===== config.mk =====
export PLATFORM = sky130hd
export DESIGN_NAME = uart_multiproc_address_match
export DESIGN_NICKNAME = d
export VERILOG_FILES = /design/src/uart_addr_pkg.sv /design/src/addr_match.sv /design/src/uart_multiproc_address_match.sv
export SDC_FILE = /design/constraint.sdc
export NUM_CORES = 1
export LEC_CHECK = 0
export BUFFER_PORTS_ARGS = -buffer_cell sky130_fd_sc_hd__buf_2
export CAP_MARGIN = 40
export CORE_AREA = 2 2 63 80
export CTS_BUF_LIST = sky130_fd_sc_hd__clkbuf_8
export CTS_CLUSTER_DIAMETER = 50
export CTS_CLUSTER_SIZE = 8
export DETAILED_ROUTE_END_ITERATION = 10
export DIE_AREA = 0 0 65 82
export GPL_ROUTABILITY_DRIVEN = 1
export PLACE_DENSITY = 0.81
export SYNTH_ARGS = -nofsm -noshare
export SYNTH_HDL_FRONTEND = slang
export SYNTH_SLANG_ARGS = --single-unit
export TNS_END_PERCENT = 100

===== constraint.sdc =====
create_clock -name i_clk -period 1.9 [get_ports i_clk]
set_clock_uncertainty 0.2 [all_clocks]
set_input_delay 0.19 -clock i_clk [delete_from_list [all_inputs] [get_ports i_clk]]
set_output_delay 0.19 -clock i_clk [all_outputs]
set_load 0.01 [all_outputs]

===== src/uart_addr_pkg.sv =====
package uart_addr_pkg;

	// --------------------------------------------------------------
	// Widths
	// --------------------------------------------------------------
	localparam int BUS_W  = 32;
	localparam int ADDR_W = 5;
	localparam int DATA_W = 8;
	localparam int BE_W   = 4;

	// --------------------------------------------------------------
	// Register byte offsets
	// --------------------------------------------------------------
	localparam logic [ADDR_W-1:0] OFS_SERIAL_CONTROL = 5'h00;
	localparam logic [ADDR_W-1:0] OFS_OWN_ADDRESS    = 5'h04;
	localparam logic [ADDR_W-1:0] OFS_ADDRESS_MASK   = 5'h08;
	localparam logic [ADDR_W-1:0] OFS_RX_DATA        = 5'h0C;
	localparam logic [ADDR_W-1:0] OFS_IRQ_STATUS     = 5'h10;
	localparam logic [ADDR_W-1:0] OFS_IRQ_CLEAR      = 5'h14;
	localparam logic [ADDR_W-1:0] OFS_IRQ_ENABLE     = 5'h18;

	// --------------------------------------------------------------
	// Reset values and field positions
	// --------------------------------------------------------------
	localparam logic [DATA_W-1:0] ADDR_RESET  = 8'h00;
	localparam logic [DATA_W-1:0] MASK_RESET  = 8'h00;
	localparam logic [DATA_W-1:0] BYTE_RESET  = 8'h00;
	localparam int                IRQ_W       = 2;
	localparam int                IRQ_ACCEPT  = 0;
	localparam int                IRQ_DROP    = 1;
	localparam logic [IRQ_W-1:0]  IRQ_RESET   = 2'h0;
	localparam int                LANE0       = 0;

	// --------------------------------------------------------------
	// Types
	// --------------------------------------------------------------
	typedef enum logic [1:0] {
		MODE_SHIFT,
		MODE_UART8,
		MODE_UART9_FIXED,
		MODE_UART9_VAR
	} serial_mode_t;

	typedef struct packed {
		logic [2:0]   reserved;
		logic         receive_flag;
		logic         received_ninth_bit;
		logic         addr_recognition_enable;
		serial_mode_t mode;
	} serial_control_t;

	localparam serial_control_t SC_RESET = 8'h00;

	typedef struct packed {
		logic [DATA_W-1:0] data;
		logic              ninth;
		logic              stop_ok;
	} rx_frame_t;

endpackage : uart_addr_pkg


===== src/addr_match.sv =====
module addr_match #(
	parameter int WIDTH = 8
) (
	input  wire logic [WIDTH-1:0] i_received,
	input  wire logic [WIDTH-1:0] i_own_address,
	input  wire logic [WIDTH-1:0] i_mask,
	output logic                  o_given_hit,
	output logic                  o_broadcast_hit
);

	// Mask bit 0 is a don't care; mask bit 1 must equal the own address
	assign o_given_hit = ((i_received ^ i_own_address) & i_mask) == '0;

	// Ones of (address | mask) must be ones in the received byte
	assign o_broadcast_hit =
		((i_own_address | i_mask) & ~i_received) == '0;

endmodule : addr_match


===== src/uart_multiproc_address_match.sv =====
// What this block does
// Mode 1 with recognition uses the stop bit as the ninth bit.
// With recognition, flag rises only on address match plus valid stop (mode 1) or ninth bit one (nine-bit modes).
// Shift-register mode ignores the recognition enable completely.
// Eight-bit own address and mask registers define the given address.
// Mask bit zero makes that received address bit a don't care.
// Mask bit one requires received bit to equal own address bit.
// Broadcast is address OR mask; its ones must be ones received.
// Reset clears address and mask, so every frame matches.
// Nine-bit modes with recognition need ninth bit one plus a match.
// Nine-bit modes store the received ninth bit for software.
// All eight bits compared; given or broadcast hit accepts.
module uart_multiproc_address_match (
	input  wire logic                            i_clk,
	input  wire logic                            i_reset,
	input  wire logic [uart_addr_pkg::ADDR_W-1:0] i_avs_address,
	input  wire logic                            i_avs_read,
	input  wire logic                            i_avs_write,
	input  wire logic [uart_addr_pkg::BUS_W-1:0]  i_avs_writedata,
	input  wire logic [uart_addr_pkg::BE_W-1:0]   i_avs_byteenable,
	output logic      [uart_addr_pkg::BUS_W-1:0]  o_avs_readdata,
	output logic                                 o_avs_waitrequest,
	input  wire logic                            i_rx_valid,
	input  wire uart_addr_pkg::rx_frame_t         i_rx_frame,
	output logic                                 o_receive_flag,
	output logic                                 o_irq
);
	import uart_addr_pkg::*;

	// --------------------------------------------------------------
	// State
	// --------------------------------------------------------------
	serial_control_t   serial_control;
	serial_control_t   next_serial_control;
	logic [DATA_W-1:0] slave_own_address;
	logic [DATA_W-1:0] next_slave_own_address;
	logic [DATA_W-1:0] slave_address_mask;
	logic [DATA_W-1:0] next_slave_address_mask;
	logic [DATA_W-1:0] rx_data;
	logic [DATA_W-1:0] next_rx_data;
	logic [IRQ_W-1:0]  irq_status;
	logic [IRQ_W-1:0]  next_irq_status;
	logic [IRQ_W-1:0]  irq_enable;
	logic [IRQ_W-1:0]  next_irq_enable;
	logic              bus_ack;
	logic              next_bus_ack;
	logic [DATA_W-1:0] read_byte;
	logic [DATA_W-1:0] next_read_byte;
	logic              accept_pulse;
	logic              next_accept_pulse;

	logic              given_hit;
	logic              broadcast_hit;
	logic              recog_on;
	logic              eff_ninth;
	logic              accept;
	logic              bus_write;
	logic              lane0;
	logic [IRQ_W-1:0]  irq_set;
	logic [IRQ_W-1:0]  irq_clear;
	serial_control_t   sc_write;

	// --------------------------------------------------------------
	// Address comparison
	// --------------------------------------------------------------
	addr_match #(
		.WIDTH(DATA_W)
	) u_match (
		.i_received     (i_rx_frame.data),
		.i_own_address  (slave_own_address),
		.i_mask         (slave_address_mask),
		.o_given_hit    (given_hit),
		.o_broadcast_hit(broadcast_hit)
	);

	// --------------------------------------------------------------
	// Acceptance decision
	// --------------------------------------------------------------
	// Shift mode has no address frames, so the enable is masked off here
	assign recog_on = serial_control.addr_recognition_enable
		&& (serial_control.mode != MODE_SHIFT);

	// Mode 1 carries no ninth bit; the stop bit stands in for it
	assign eff_ninth = (serial_control.mode == MODE_UART8)
		? i_rx_frame.stop_ok : i_rx_frame.ninth;

	// Address frames need the ninth bit and either kind of hit
	assign accept = !recog_on
		|| (eff_ninth && (given_hit || broadcast_hit));

	// --------------------------------------------------------------
	// Bus slave
	// --------------------------------------------------------------
	// One wait state: the read byte is registered in the first cycle
	// and the request completes on the second edge.
	assign lane0     = i_avs_byteenable[LANE0];
	// Write data seen through the control layout, so no field sits bare
	assign sc_write  = serial_control_t'(i_avs_writedata[DATA_W-1:0]);
	assign bus_write = i_avs_write && bus_ack;
	assign o_avs_waitrequest = (i_avs_read || i_avs_write) && !bus_ack;
	assign o_avs_readdata    = {{(BUS_W - DATA_W){1'b0}}, read_byte};

	always_comb
	begin
		next_bus_ack   = (i_avs_read || i_avs_write) && !bus_ack;
		next_read_byte = BYTE_RESET;
		unique case (i_avs_address)
			OFS_SERIAL_CONTROL: next_read_byte = serial_control;
			OFS_OWN_ADDRESS:    next_read_byte = slave_own_address;
			OFS_ADDRESS_MASK:   next_read_byte = slave_address_mask;
			OFS_RX_DATA:        next_read_byte = rx_data;
			OFS_IRQ_STATUS:     next_read_byte = {{(DATA_W - IRQ_W){1'b0}},
				irq_status};
			OFS_IRQ_ENABLE:     next_read_byte = {{(DATA_W - IRQ_W){1'b0}},
				irq_enable};
			default:            next_read_byte = BYTE_RESET;
		endcase
	end

	always_ff @(posedge i_clk)
	begin
		if (i_reset)
		begin
			bus_ack   <= 1'b0;
			read_byte <= BYTE_RESET;
		end
		else
		begin
			bus_ack   <= next_bus_ack;
			read_byte <= next_read_byte;
		end
	end

	// --------------------------------------------------------------
	// Configuration registers
	// --------------------------------------------------------------
	always_comb
	begin
		next_slave_own_address  = slave_own_address;
		next_slave_address_mask = slave_address_mask;
		next_irq_enable         = irq_enable;
		if (bus_write && lane0)
		begin
			if (i_avs_address == OFS_OWN_ADDRESS)
				next_slave_own_address = i_avs_writedata[DATA_W-1:0];
			if (i_avs_address == OFS_ADDRESS_MASK)
				next_slave_address_mask = i_avs_writedata[DATA_W-1:0];
			if (i_avs_address == OFS_IRQ_ENABLE)
				next_irq_enable = i_avs_writedata[IRQ_W-1:0];
		end
	end

	always_ff @(posedge i_clk)
	begin
		if (i_reset)
		begin
			slave_own_address  <= ADDR_RESET;
			slave_address_mask <= MASK_RESET;
			irq_enable         <= IRQ_RESET;
		end
		else
		begin
			slave_own_address  <= next_slave_own_address;
			slave_address_mask <= next_slave_address_mask;
			irq_enable         <= next_irq_enable;
		end
	end

	// --------------------------------------------------------------
	// Serial control and receive capture
	// --------------------------------------------------------------
	always_comb
	begin
		next_serial_control = serial_control;
		next_rx_data        = rx_data;
		next_accept_pulse   = i_rx_valid && accept;
		if (bus_write && lane0 && i_avs_address == OFS_SERIAL_CONTROL)
		begin
			next_serial_control.mode = sc_write.mode;
			next_serial_control.addr_recognition_enable =
				sc_write.addr_recognition_enable;
			// Software may only clear the flag; writing one keeps it
			if (!sc_write.receive_flag)
				next_serial_control.receive_flag = 1'b0;
		end
		// A frame arriving with the clear still raises the flag
		if (i_rx_valid && accept)
		begin
			next_serial_control.receive_flag = 1'b1;
			next_rx_data = i_rx_frame.data;
			if (serial_control.mode != MODE_SHIFT)
				next_serial_control.received_ninth_bit = eff_ninth;
		end
		next_serial_control.reserved = 3'h0;
	end

	always_ff @(posedge i_clk)
	begin
		if (i_reset)
		begin
			serial_control <= SC_RESET;
			rx_data        <= BYTE_RESET;
			accept_pulse   <= 1'b0;
		end
		else
		begin
			serial_control <= next_serial_control;
			rx_data        <= next_rx_data;
			accept_pulse   <= next_accept_pulse;
		end
	end

	assign o_receive_flag = serial_control.receive_flag;

	// --------------------------------------------------------------
	// Interrupts
	// --------------------------------------------------------------
	assign irq_set   = {i_rx_valid && !accept, i_rx_valid && accept};
	assign irq_clear = (bus_write && lane0 && i_avs_address == OFS_IRQ_CLEAR)
		? i_avs_writedata[IRQ_W-1:0] : IRQ_RESET;

	always_comb
	begin
		// Set wins over a clear in the same cycle
		next_irq_status = (irq_status & ~irq_clear) | irq_set;
	end

	always_ff @(posedge i_clk)
	begin
		if (i_reset)
			irq_status <= IRQ_RESET;
		else
			irq_status <= next_irq_status;
	end

	assign o_irq = |(irq_status & irq_enable);
endmodule : uart_multiproc_address_match


== Word level (Yosys, flattened, before mapping) ==
Cells that the tools add are included.
W data, S select, Z words.

* Add/subtract/negate cells: 0
* $mul: 0
* Divide/modulo/power cells: 0
* Order comparisons: 0
* Equality and inequality tests: 8
* Shift-type cells: 0
* Multiplexer cells: 7
* Bitwise operators: 9
* Reductions and logical operators: 26

{| class="wikitable"
|+ Operator list
! kind !! count
|-
| $pmux W8 S6 || 1
|-
| $and A8 B8 Y8 || 2
|-
| $logic_not A8 Y1 || 2
|-
| $eq A5 B5 Y1 const B || 3
|-
| $eq A5 B4 Y1 const B || 2
|-
| $reduce_and A2 Y1 || 5
|-
| $logic_and A1 B1 Y1 || 9
|-
| $not A8 Y8 || 1
|-
| $or A8 B8 Y8 || 1
|-
| $xor A8 B8 Y8 || 1
|-
| $eq A5 B3 Y1 const B || 1
|-
| $logic_not A5 Y1 || 1
|-
| $and A2 B2 Y2 || 2
|-
| $mux W1 || 4
|-
| $mux W2 || 2
|-
| $reduce_bool A2 Y1 || 2
|-
| $logic_not A1 Y1 || 3
|-
| $logic_or A1 B1 Y1 || 3
|-
| $eq A2 B1 Y1 const B || 1
|-
| $ne A2 B1 Y1 const B || 1
|-
| $not A2 Y2 || 1
|-
| $or A2 B2 Y2 || 1
|-
| $reduce_or A2 Y1 || 1
|}

* Register bits after elaboration: 45
* Latch bits: 0
* RAM bits: 0
* ROM bits: 0
* Output and inout bits: 35
* Logic and storage cells: 62
* Memories: 0

== Logic depth before layout (Yosys ltp) ==
* Depth after elaboration: 9
* Mapped depth: 7
* Gate-level depth less buffers: 5

== Modules after synthesis ==
Synthesis repeated with hierarchy kept, for this count alone.

* Cell total of the unflattened synthesis: 239
* Area total of the unflattened synthesis: 2232.1 sq um

{| class="wikitable"
|+ Modules (own cells, without submodules)
! module !! instances !! cells an instance !! area each (sq um) !! sequential area each (sq um)
|-
| uart_multiproc_address_match || 1 || 214 || 2055.7 || 840.8
|-
| addr_match || 1 || 25 || 176.4 || 0.0
|}

== Worst setup path after synthesis ==
Ideal clock, no wire load.

* Path type: register -> register
* Start point: register slave_own_address[0]
* End point: register rx_data[0]
* Setup time: 0.072 ns
* Arrival time: 1.327 ns
* Required time: 1.628 ns
* Path slack: 0.301 ns
* Cell stages (with the launch flop): 7
* Buffers on the path: 1
* Period minus slack after synthesis: 1.599 ns
* Path through: dfxtp_1 > o21bai_1 > o2111ai_1 > o31a_1 > a21boi_0 > buf_4 > mux2i_1

* Word-level cells in the longest chain between the ends: 7
* Elaborated cells on any way between the ends: 10

{| class="wikitable"
|+ RTL lines
! element !! line !! RTL
|-
| start, declared || uart_multiproc_address_match.sv:35 || <nowiki>logic [DATA_W-1:0] slave_own_address;</nowiki>
|-
| start signal, assigned || uart_multiproc_address_match.sv:163 || <nowiki>slave_own_address <= next_slave_own_address;</nowiki>
|-
| $xor A8 B8 Y8 / $or A8 B8 Y8 (equally long branches) || addr_match.sv:12, addr_match.sv:16 ||
|-
| $and A8 B8 Y8 (on tied branches) || addr_match.sv:12, addr_match.sv:16 ||
|-
| $logic_not A8 Y1 (on tied branches) || addr_match.sv:12, addr_match.sv:16 ||
|-
| $logic_or A1 B1 Y1 (*) || uart_multiproc_address_match.sv:89 || <nowiki>|| (eff_ninth && (given_hit || broadcast_hit));</nowiki>
|-
| $logic_and A1 B1 Y1 (*) || uart_multiproc_address_match.sv:89 ||
|-
| $logic_or A1 B1 Y1 (*) || uart_multiproc_address_match.sv:89 ||
|-
| $logic_and A1 B1 Y1 (*) || uart_multiproc_address_match.sv:187 || <nowiki>if (i_rx_valid && accept)</nowiki>
|-
| end signal, assigned || uart_multiproc_address_match.sv:208 || <nowiki>rx_data <= next_rx_data;</nowiki>
|-
| end, declared || uart_multiproc_address_match.sv:39 || <nowiki>logic [DATA_W-1:0] rx_data;</nowiki>
|}

Every way passes the cells marked *; elsewhere a longest branch is shown, timed or not.
A chain may end at the register's enable or synchronous reset.

== Final worst setup path ==
* Start point: register slave_own_address[0]
* End point: register rx_data[2]

Same word-level chain as after synthesis.

==> results.yml <==
synth:
  synth.avg_cell_area_sq_um: 8.52
  ys_top_cells_by_area: "dfxtp_1, buf_4, mux2i_1, nand2_1, a21oi_1"
  synthTopCellsByCount: "dfxtp_1, nand2_1, buf_4"
  async_flop_share: 0
  synth_top_area_frac: 0.374
  ys_ff_latch: 42
  syn_inst: 264
  synth_warnings: 0
  synth_top_cell_by_area: "dfxtp_1"
  ys_seq_area_frac: 0.374
  synth_cell_types: 41
  yosysMostFrequentCell: "dfxtp_1"
  syn_area_sq_mm: 0.00225
  synth-edff-count: 0
  ys.flop_type: "dfxtp_1"
power:
  power.leakage_nw: 1.14
  powerDensity_mw_per_mm2: 642
  ir_drop_mv: 0.316
  power_mw: 1.72
drt:
  first_pass_iters: 4
  vias: 1993
  ant_nets: 0
  vias_per_cell: 5.22
  wl_per_cell_um: 13.6
  drc: 0
  wl_mm: 5.20
  drtIter0Drc: 166
setup_path:
  r2r-start: "slave_own_address[0]"
  crit_type: "flip-flop to flip-flop"
  r2r_end: "rx_data[2]"
  start_kind: "flip-flop"
  critPathRequiredTime_ns: 1.92
  crit_arrival_ns: 1.86
  cp_slowest_cell: "o31a_1"
  crit_chain: "o21bai_1, o2111ai_1, o31a_1, a21boi_2, buf_6, mux2i_1"
  cpPeakStageDelay_ns: 0.37
  crit_fanout: 8
  r2r_slack_ns: 0.05
  end_kind: "flip-flop"
  cp_top_family: "compound AO/OA/AOI/OAI gates"
  crit_buf_inv: 1
  r2r_cells: 6
finish:
  nets: 377
  synthToLayoutAreaGrowth_pct: 18.9
  layout-drive-gt1-share: 0.217
  post-route-cell-area_sq_mm: 0.00267
  antennaDiodeCount: 0
  postLayoutCoreUtil: 0.582
timing:
  finalHoldViolations: 0
  clock.fmax_mhz: 542
  setup_viol: 0
  period_minus_slack_ns: 1.85
  slew_violations: 0
  finalCritPeriodShare: 0.972
placement:
  globalplace.congestion: 0.828
  detailed_place.area_sq_mm: 0.00240
  port-buffer-count: 39
  hpwl_mm: 3.74
clock_tree:
  h-tree-depth: 2
  worstSkewPairLatency_ns: 0.29
  cts_made_buffers: 5
  cts_buffer_depth: 2
  root_buffer: "clkbuf_8"
  cts_sinks: 42
  cts_tree: "yes"
  clk_pin_slew_worst_paths_ns: 0.07
worst_hold_path:
  hold_depth: 3
  min_delay_worst_endpoint: "rx_data[2]"
  hold_class: "input pin to flip-flop"
  min_from: "i_rx_frame[4]"
global_route:
  antenna_found_initial: 0
  grt_first_pass_wirelength_mm: 8.33
  grt_max_degree: 27
  grt_pass1_vias: 1882
  overflow: 0
  grt_util_all_layers: 0.202
outcome:
  outcome: "finished, final reports clean"
floorplan:
  fp.coreArea_sq_mm: 0.00459
  die_w_um: 65
  start_util: 0.490
  rows: 28
  dieArea_sq_mm: 0.00533
  io_pins: 91
  die_y_um: 82
job:
  maxCapViolCount: 0
==> per-stage QoR <==
stage,cells,worst slack [ns],TNS (ns),hold slack [ns]
after floorplan,287,0.301,0,0.134
after global placement,357,0.0914,0,0.252
after detailed placement,357,0.00121,0,0.264
after CTS,381,0.0255,0,0.00278
after global routing,382,-0.0284,-0.0749,0.00418
final,382,0.0537,0,0.00448
==> registers in the layout (all words and copies together) (netlist names) <==
register,cells
read_byte,8
rx_data,8
slave_address_mask,8
slave_own_address,8
serial_control,4
irq_enable,2
irq_status,2
bus_ack,1
o_receive_flag,1
==> area by class of cell <==
class | instances | area [sq um]
clock inverters | 2 | 12.5
fillers | 416 | 1920
multi-input cells | 207 | 1230
repair buffers | 65 | 432
flip-flops and latches | 42 | 842
clock buffers | 6 | 82.6
well taps | 60 | 75.1
==> worst register-to-register path: cells and delay by family, from the launching register on <==
kind            cells  cell delay, ns
buf+inv             1            0.18
flops               1            0.36
mux                 1            0.20
compound gates      4            0.84
==> power by group <==
| group | internal (mW) | total, mW | switching (mW) |
|---|---|---|---|
| sequential | 0.896 | 0.907 | 0.0113 |
| combinational | 0.0889 | 0.201 | 0.112 |
| clock | 0.292 | 0.607 | 0.315 |
| total | 1.28 | 1.72 | 0.438 |
==> layer usage <==
metal	track usage	routed length [um]
met5	0	0
met1	0.222	2080
met3	0.0329	300
met4	0.0894	54
met2	0.380	2760
==> cell families after synthesis <==
kind of cell              Yosys count  share of synthesized area
AOI/OAI and AO/OA                  53                      0.156
xor gates and xnor gates            8                     0.0312
DFF                                42                      0.374
muxes                              18                     0.0812
buffers and inverters              38                      0.122
and+or+nand+nor                   104                      0.234
other                               1                    0.00167
==> cell usage in the layout (no fill, tap or decap), drive strengths merged <==
cell type and count:
a21bo 1, a21boi 1, a21oi 20, a221oi 3, a222oi 4, a22o 2, a22oi 6, a311oi 1
a31oi 1, and2 2, and3 2, buf 50, clkbuf 6, clkinv 1, clkinvlp 1, conb 24
dfxtp 42, dlygate4sd3 15, mux2 2, mux2i 16, nand2 28, nand2b 16, nand3 17, nand4 3
nor2 25, nor2b 4, nor3 4, nor3b 1, o2111ai 1, o21a 1, o21ai 6, o21bai 3
o22ai 2, o31a 1, or3b 1, or4 1, xor2 8
==> worst max path at each step <==
| stage | slack (ns) | cells after the start | startpoint | to |
|---|---|---|---|---|
| detailed placement | 0.001 | 6 | slave_own_address[5] | rx_data[2] |
| global placement | 0.09 | 6 | slave_own_address[5] | rx_data[1] |
| floorplan | 0.30 | 6 | slave_own_address[0] | rx_data[0] |
| CTS | 0.03 | 6 | slave_own_address[5] | rx_data[2] |
| finish | 0.05 | 6 | slave_own_address[0] | rx_data[2] |
| global route | -0.03 | 6 | slave_own_address[0] | rx_data[2] |
==> what timing repair did <==
item / 4_1_cts / 5_1_grt
hold buffers: 15 / 0
buffers inserted: 1 / 1
endpoints found under the hold margin: 21 / 0
pin swaps: 1 / 2
setup endpoints to repair: 3 / 7
gates resized for setup: 0 / 5
No activity file was read; power rests on OpenSTA's default activity.
